**src/include/sar_defs.svh**
```systemverilog
/*
  Constants for the converter readout block: word width, conversion timing,
  gain compression scaling.
  Assumes a 100 MHz core clock.
*/
`ifndef SAR_DEFS_SVH
`define SAR_DEFS_SVH
`define SAR_CLK_PERIOD_PS  10000
`define SAR_CONV_TIME_PS   300000
`define SAR_CONV_CYCLES    ((`SAR_CONV_TIME_PS) / (`SAR_CLK_PERIOD_PS))
`define SAR_CONV_MIN       2
`define SAR_CONV_MAX       65535
`define SAR_WORD_BITS      16
`define SAR_GC_MUL         16'h3333
`define SAR_GC_SHIFT       14
`define SAR_GC_ADD_SHIFT   0
`define SAR_ZERO_WORD      16'h0000
`endif

```
**src/include/sar_pkg.sv**
```systemverilog
/*
  Types for the converter readout block.
  Assumes sar_defs.svh is on the include path.
*/
`include "sar_defs.svh"
package sar_pkg;
  typedef logic [`SAR_WORD_BITS-1:0] sar_word_t;
  typedef enum logic [1:0] {
    SAR_SLEEP,
    SAR_CONVERT,
    SAR_READY
  } sar_state_e;
endpackage

```
**src/core/sar_readout.sv**
```systemverilog
/*
  Digital side of a 16-bit successive approximation converter: conversion
  sequencing, busy flag, gain compression, serial readout and chain forwarding.
  Assumes convert_start, shift_clk, read_enable_or_chain_input, chain_select and
  gain_compression_select come from outside the core clock domain, and that the
  analog core supplies a signed sample on sample_code.
*/
// Function
// Chain low: shared pin enables output
// Chain high: shared pin is serial input
// Drive output only while enable low
// Gain compression scales to 10..90 percent
// Convert edge wakes and starts conversion
// Busy high for whole conversion
// One bit per shift edge, MSB first
// Chain mode forwards upstream data out
// Chain input sampled on shift rising
// Result is two's complement
// Host limits shift clock rate
// Host idles shift clock after convert
// Conversion end loads 16-bit result
// Low power between conversions
// Host waits for busy fall
// Sixteen edges per converter read
`timescale 1ns/100ps
`include "sar_defs.svh"
module sar_readout #(
  parameter int CONV_CYCLES = `SAR_CONV_CYCLES
) (
  // Clock and reset.
  input  wire logic              core_clk,
  input  wire logic              reset_n,
  // Host control pins.
  input  wire logic              convert_start,
  input  wire logic              shift_clk,
  input  wire logic              read_enable_or_chain_input,
  input  wire logic              chain_select,
  input  wire logic              gain_compression_select,
  // Analog core sample.
  input  wire sar_pkg::sar_word_t sample_code,
  // Status and serial output.
  output logic                   busy,
  output logic                   power_down,
  output logic                   serial_out,
  output logic                   serial_out_oe_n
);
  import sar_pkg::*;

  // ==========================================================================
  // Parameter check: the counter is sixteen bits and busy needs two cycles.
  // ==========================================================================
  if (CONV_CYCLES < `SAR_CONV_MIN || CONV_CYCLES > `SAR_CONV_MAX) begin : g_bad_conv
    $error("CONV_CYCLES out of range");
  end

  // ==========================================================================
  // Input synchronisers.
  // ==========================================================================
  logic [4:0] sync_a;
  logic [4:0] sync_b;
  logic       cnv_prev;
  logic       sck_prev;
  wire  [4:0] raw_in = {gain_compression_select, chain_select,
                        read_enable_or_chain_input, shift_clk, convert_start};

  always_ff @(posedge core_clk or negedge reset_n) begin
    if (!reset_n) begin
      sync_a <= 5'h00;
      sync_b <= 5'h00;
    end else begin
      sync_a <= raw_in;
      sync_b <= sync_a;
    end
  end

  wire cnv_s    = sync_b[0];
  wire sck_s    = sync_b[1];
  wire shared_s = sync_b[2];
  wire chain_s  = sync_b[3];
  wire gc_ref_s = sync_b[4];

  always_ff @(posedge core_clk or negedge reset_n) begin
    if (!reset_n) begin
      cnv_prev <= 1'b0;
      sck_prev <= 1'b0;
    end else begin
      cnv_prev <= cnv_s;
      sck_prev <= sck_s;
    end
  end

  wire cnv_rise = cnv_s & ~cnv_prev;
  wire sck_rise = sck_s & ~sck_prev;

  // ==========================================================================
  // Conversion sequencer.
  // ==========================================================================
  sar_state_e  state;
  logic [15:0] conv_cnt;
  wire         conv_done = (state == SAR_CONVERT) &&
                           (conv_cnt == 16'(CONV_CYCLES - 1));

  always_ff @(posedge core_clk or negedge reset_n) begin
    if (!reset_n) begin
      state <= SAR_SLEEP;
    end else begin
      case (state)
        SAR_SLEEP:   if (cnv_rise) state <= SAR_CONVERT;
        SAR_CONVERT: if (conv_done) state <= SAR_READY;
        SAR_READY:   if (cnv_rise) state <= SAR_CONVERT;
        default:     state <= SAR_SLEEP;
      endcase
    end
  end

  always_ff @(posedge core_clk or negedge reset_n) begin
    if (!reset_n) begin
      conv_cnt <= 16'h0000;
    end else if (state != SAR_CONVERT) begin
      conv_cnt <= 16'h0000;
    end else begin
      conv_cnt <= conv_cnt + 16'h0001;
    end
  end

  // Busy spans the conversion; power down holds otherwise.
  assign busy       = (state == SAR_CONVERT);
  assign power_down = (state != SAR_CONVERT);

  // ==========================================================================
  // Gain compression: code scaled by 0.8 keeps span inside 10..90 percent.
  // ==========================================================================
  logic signed [31:0] scaled;
  always_comb begin
    scaled = $signed(sample_code) * $signed({1'b0, `SAR_GC_MUL});
  end
  wire sar_word_t comp_code = sar_word_t'(scaled >>> `SAR_GC_SHIFT);
  // Tied to reference means no compression.
  wire sar_word_t result_code = gc_ref_s ? sample_code : comp_code;

  // ==========================================================================
  // Shift register: loaded at conversion end, shifted per shift edge unless enable is high in normal mode.
  // ==========================================================================
  sar_word_t shreg;
  logic      out_bit;

  always_ff @(posedge core_clk or negedge reset_n) begin
    if (!reset_n) begin
      shreg <= `SAR_ZERO_WORD;
    end else if (conv_done) begin
      shreg <= result_code;
    end else if (sck_rise && (chain_s || !shared_s)) begin
      // Chain mode shifts in upstream data; normal mode shifts in zero.
      shreg <= {shreg[`SAR_WORD_BITS-2:0], chain_s & shared_s};
    end
  end

  always_ff @(posedge core_clk or negedge reset_n) begin
    if (!reset_n) begin
      out_bit <= 1'b0;
    end else begin
      out_bit <= shreg[`SAR_WORD_BITS-1];
    end
  end

  assign serial_out = out_bit;
  // Normal mode: enable low drives; chain mode always drives.
  assign serial_out_oe_n = chain_s ? 1'b0 : shared_s;

  // ==========================================================================
  // Assertion helpers: conversion length and normal shifts since the load.
  // ==========================================================================
  logic [15:0] busy_len;
  logic [4:0]  shift_cnt;
  wire         shift_now = sck_rise && !conv_done && (chain_s || !shared_s);

  always_ff @(posedge core_clk or negedge reset_n) begin
    if (!reset_n) begin
      busy_len <= 16'h0000;
    end else if (!busy) begin
      busy_len <= 16'h0000;
    end else begin
      busy_len <= busy_len + 16'h0001;
    end
  end

  always_ff @(posedge core_clk or negedge reset_n) begin
    if (!reset_n) begin
      shift_cnt <= 5'h00;
    end else if (conv_done || chain_s) begin
      shift_cnt <= 5'h00;
    end else if (shift_now && (shift_cnt != 5'h1f)) begin
      shift_cnt <= shift_cnt + 5'h01;
    end
  end

  // ==========================================================================
  // Assertions.
  // ==========================================================================
  a_busy_on_start: assert property (
    @(posedge core_clk) disable iff (!reset_n)
    (cnv_rise && !busy) |=> busy
  ) else $error("busy did not rise");

  a_busy_length: assert property (
    @(posedge core_clk) disable iff (!reset_n)
    $rose(busy) |-> busy [*2]
  ) else $error("busy too short");

  a_busy_ends: assert property (
    @(posedge core_clk) disable iff (!reset_n)
    conv_done |=> !busy
  ) else $error("busy stayed high");

  a_sleep_hold: assert property (
    @(posedge core_clk) disable iff (!reset_n)
    (power_down && !cnv_rise) |=> power_down
  ) else $error("woke early");

  a_load_word: assert property (
    @(posedge core_clk) disable iff (!reset_n)
    conv_done |=> shreg == $past(result_code)
  ) else $error("no load");

  a_msb_first: assert property (
    @(posedge core_clk) disable iff (!reset_n)
    (sck_rise && !conv_done && (chain_s || !shared_s)) |=>
    shreg[`SAR_WORD_BITS-1] == $past(shreg[`SAR_WORD_BITS-2])
  ) else $error("bad shift");

  a_chain_in: assert property (
    @(posedge core_clk) disable iff (!reset_n)
    (sck_rise && !conv_done && chain_s) |=> shreg[0] == $past(shared_s)
  ) else $error("chain bit lost");

  a_normal_oe: assert property (
    @(posedge core_clk) disable iff (!reset_n)
    !chain_s |-> serial_out_oe_n == shared_s
  ) else $error("bad enable");

  a_chain_oe: assert property (
    @(posedge core_clk) disable iff (!reset_n)
    chain_s |-> !serial_out_oe_n
  ) else $error("chain not driving");

  a_no_compress: assert property (
    @(posedge core_clk) disable iff (!reset_n)
    (conv_done && gc_ref_s) |=> shreg == $past(sample_code)
  ) else $error("unexpected scaling");

  a_compress_load: assert property (
    @(posedge core_clk) disable iff (!reset_n)
    (conv_done && !gc_ref_s) |=> shreg == $past(comp_code)
  ) else $error("compression not applied");

  a_sign_kept: assert property (
    @(posedge core_clk) disable iff (!reset_n)
    conv_done |=> shreg[`SAR_WORD_BITS-1] == $past(sample_code[`SAR_WORD_BITS-1])
  ) else $error("sign lost");

  a_rise_ignored: assert property (
    @(posedge core_clk) disable iff (!reset_n)
    (busy && cnv_rise && !conv_done) |=> busy && (conv_cnt == $past(conv_cnt) + 16'h0001)
  ) else $error("conversion restarted");

  a_busy_count: assert property (
    @(posedge core_clk) disable iff (!reset_n)
    $fell(busy) |-> busy_len == 16'(CONV_CYCLES)
  ) else $error("busy length wrong");

  a_idle_count: assert property (
    @(posedge core_clk) disable iff (!reset_n)
    !busy |=> conv_cnt == 16'h0000
  ) else $error("counter runs while idle");

  a_power_mirror: assert property (
    @(posedge core_clk) disable iff (!reset_n)
    power_down != busy
  ) else $error("power state wrong");

  a_sleep_done: assert property (
    @(posedge core_clk) disable iff (!reset_n)
    conv_done |=> power_down
  ) else $error("awake after conversion");

  a_shreg_hold: assert property (
    @(posedge core_clk) disable iff (!reset_n)
    (!conv_done && !shift_now) |=> $stable(shreg)
  ) else $error("shift without edge");

  a_refuse_shift: assert property (
    @(posedge core_clk) disable iff (!reset_n)
    (sck_rise && !chain_s && shared_s && !conv_done) |=> $stable(shreg)
  ) else $error("shift while disabled");

  a_chain_shift: assert property (
    @(posedge core_clk) disable iff (!reset_n)
    (shift_now && chain_s) |=> shreg[`SAR_WORD_BITS-1:1] == $past(shreg[`SAR_WORD_BITS-2:0])
  ) else $error("chain word not forwarded");

  a_out_follows: assert property (
    @(posedge core_clk) disable iff (!reset_n)
    1'b1 |=> serial_out == $past(shreg[`SAR_WORD_BITS-1])
  ) else $error("output bit wrong");

  a_word_out: assert property (
    @(posedge core_clk) disable iff (!reset_n)
    (shift_cnt == 5'(`SAR_WORD_BITS) && !chain_s) |-> shreg == `SAR_ZERO_WORD
  ) else $error("word not fully shifted");
endmodule

```
**config.mk**
```make
export PLATFORM = sky130hd
export DESIGN_NAME = sar_readout
export DESIGN_NICKNAME = d
export VERILOG_FILES = /design/src/include/sar_pkg.sv /design/src/core/sar_readout.sv
export VERILOG_INCLUDE_DIRS = /design/src /design/src/include
export SDC_FILE = /design/constraint.sdc
export NUM_CORES = 1
export LEC_CHECK = 0
export CAP_MARGIN = 0
export CORE_UTILIZATION = 40
export CTS_CLUSTER_DIAMETER = 40
export CTS_CLUSTER_SIZE = 24
export DETAILED_ROUTE_END_ITERATION = 10
export DONT_BUFFER_PORTS = 1
export PLACE_DENSITY = 0.52
export SYNTH_ARGS = -nofsm -noshare
export SYNTH_HDL_FRONTEND = slang
export SYNTH_SLANG_ARGS = --single-unit
export TNS_END_PERCENT = 50
```
**constraint.sdc**
```tcl
create_clock -name core_clk -period 2.06 [get_ports core_clk]
set_input_delay 0.412 -clock core_clk [delete_from_list [all_inputs] [get_ports core_clk]]
set_output_delay 0.412 -clock core_clk [all_outputs]
set_load 0.02 [all_outputs]
```
==> results.py <==
metrics = {
    "outcome": {
        "outcome": "finished with violations",
        "violations": "setup timing",
    },
    "final_layout": {
        "n_antenna_cell": 0,
        "instances_no_fill": 1091,
        "syn2layout_area_growth_pct": 34.4,
        "final_nets": 1063,
        "final_cell_mix": "inv_1, buf_4, fa_1, ha_1, dfrtp_1",
        "drive_gt1_share_pct": 32.3,
        "layout_commonest_cell": "inv_1",
    },
    "critical_path": {
        "crit_top_cell": "fa_1",
        "crit_arrival_ns": 5.02,
        "critPathSlowestCell": "or4_4",
        "crit_buf_inv": 4,
        "critPathCaptureType": "flop",
        "start_kind": "primary input",
        "cp.required_ns": 2.25,
        "worstPathMaxFanout": 6,
        "crit_path_max_incr_delay_ns": 0.59,
        "critical_path_class": "primary input to flop",
        "cpLargestDelayFamily": "adder cells",
        "worstPathCellList": "ha_4 > fa_1 > fa_1 > inv_1 > fa_1 > inv_1 > fa_1 > inv_2 > fa_1 > inv_2 > ha_4 > nand3_4 > nand2b_4 > or4_4 > a31oi_4 > o21ai_2 > a31o_1",
    },
    "timing": {
        "rsz0062_at_grt": "yes",
        "post-route-period-util_pct": 235,
        "finalHoldViolations": 0,
        "fin_ws_ns": -2.77,
        "worst_pin_slew_ns": 0.382,
        "fmax_mhz": 207,
        "finalSetupViolations": 16,
        "fin_worst_skew_ns": 0.0133,
        "timing.slew.headroom_pct": 74.3,
        "period_needed_ns": 4.83,
        "report.final.slew_viol_count": 0,
    },
    "synthesis": {
        "synth.yosys.seq_area_share_pct": 17.4,
        "netlist_area_um2": 6770,
        "postSynthCellCount": 723,
        "synth_edf_count": 0,
        "synthArstFlopShare_pct": 100,
        "ys_ff_latch": 47,
        "yosys_warnings": 0,
        "syn_nets": 916,
        "ys.flop_type": "dfrtp_1",
        "netlist-cell-type-count": 71,
        "synth.avg_cell_area_um2": 9.36,
    },
    "placed_design": {
        "gp_congestion": 0.872,
        "port_buffers": 0,
        "place_inst": 1063,
        "place_hpwl_um": 14400,
    },
    "clock_tree": {
        "root_buffer": "clkbuf_16",
        "clk_path_buf_depth": 2,
        "cts_tree": "built",
        "cts_buffers": 5,
        "clkLatencyLatePin_ns": 0.30,
        "clkSinkCount": 47,
        "clk_pin_slew_worst_paths_ns": 0.07,
        "htreeDepth": 2,
    },
    "floorplan": {
        "die-area_um2": 17400,
        "ioPinCount": 27,
        "rows": 47,
        "core-area_um2": 16500,
        "dieHeight_um": 132,
        "start_util_pct": 40.9,
        "die_w_um": 132,
    },
    "global_route": {
        "track_usage_pct": 21.9,
        "grt_max_degree": 48,
        "grt_pass1_vias": 6120,
        "antenna_found_initial": 0,
        "grt_pass1_wl_um": 30300,
        "grt_overflow": 0,
    },
    "detailed_routing": {
        "post-route-drc-count": 0,
        "drt-total-wl_um": 17600,
        "drt_iter0_markers": 159,
        "num_vias": 5523,
        "route.antenna.remaining_nets": 0,
        "viasPerCell": 5.06,
        "dr.pass1.iters": 4,
        "wl_per_cell_um": 16.1,
    },
    "hold_path": {
        "hp-class": "primary input to flop",
    },
    "flow_run": {
        "drv_cap": 0,
    },
}
==> area by class of cell <==
class	count	area (um^2)
Fill cell	1469	7430
Multi-Input combinational cell	478	5520
Timing Repair Buffer	157	1260
Sequential cell	47	1180
Inverter	181	694
Tap cell	220	275
Clock buffer	5	125
Clock inverter	3	43.8
==> synthesized netlist by cell type (all sizes together), types with 3 or more instances <==
cell type | number | share of area (%)
a211oi | 9 | 1.1
a21o | 11 | 1.3
a21oi | 33 | 2.4
a221oi | 6 | 0.87
a31o | 4 | 0.52
a31oi | 5 | 0.68
and2 | 3 | 0.30
and3 | 3 | 0.28
buf | 11 | 1.0
clkbuf | 5 | 0.33
dfrtp | 47 | 17
fa | 80 | 24
ha | 90 | 17
inv | 181 | 10
mux2i | 10 | 1.5
nand2 | 21 | 1.2
nand2b | 8 | 0.85
nand3 | 16 | 1.5
nand3b | 3 | 0.33
nand4 | 6 | 0.55
nor2 | 31 | 1.7
nor2b | 6 | 0.55
nor3 | 4 | 0.30
nor3b | 5 | 0.55
o211ai | 7 | 0.78
o21ai | 31 | 2.3
o22ai | 3 | 0.28
or3 | 5 | 0.48
xnor2 | 25 | 3.2
xor2 | 22 | 2.8
==> stage by stage <==
stage               hold slack [ns]  instance area, um^2  setup WS, ns  utilization [%]  TNS [ns]
floorplan                     0.116                 6970         -2.90                -    -43.22
global placement              0.118                 8170         -3.25             49.5    -49.50
detailed placement            0.118                 8170         -3.36             49.5    -50.08
CTS                           0.140                 8860         -2.80             53.6    -41.55
global route                  0.136                 9090         -2.91             55.0    -43.54
finish                        0.147                 9090         -2.77             55.0    -41.11
==> registers in the layout (all words and copies together) (netlist names) <==
name / cells
conv_cnt: 16
shreg: 16
sync_a: 5
sync_b: 5
state: 2
cnv_prev: 1
sck_prev: 1
serial_out: 1
==> worst paths after layout <==
path | slack [ns] | endpoint | cells after the start | start
setup / recovery | -2.77 | shreg[14] | 17 | sample_code[7]
hold / removal | 0.15 | sync_a[4] | 0 | gain_compression_select
setup reg to reg | 0.01 | shreg[13] | 8 | conv_cnt[0]
hold reg to reg | 0.35 | sync_b[3] | 0 | sync_a[3]
max in group asynchronous | 1.20 | conv_cnt[4] | 2 | reset_n
min in group asynchronous | 0.66 | shreg[5] | 2 | reset_n
==> cell families (layout without fill, tap and decap cells) <==
family	count (synthesis)	count (layout)	synth area share (%)
buffers and inverters	198	346	11.6
adders and majority gates	170	170	40.3
AOI/OAI and AO/OA	130	130	13.3
and+or+nand+nor	119	119	9.58
xor gates and xnor gates	47	47	6.08
DFF	47	47	17.4
muxes	12	12	1.81
==> what timing repair did <==
action / in CTS / in global routing
hold buffers: 2 / 0
setup endpoints to repair: 16 / 16
buffers inserted: 18 / 4
hold endpoints to repair: 47 / 0
pin swaps: 65 / 35
gates resized for setup: 69 / 36
==> routing by layer <==
layer  routed length [um]  track usage, %  part of all wire, %
met4                  530            7.17                  3.0
met1                 7530            27.1                   43
met5                    0               0                    0
met3                  563            3.00                  3.2
met2                 8940            39.4                   51
Power is not shown: default switching activity piles up to over one toggle a cycle in this logic, so the estimate is an artifact.
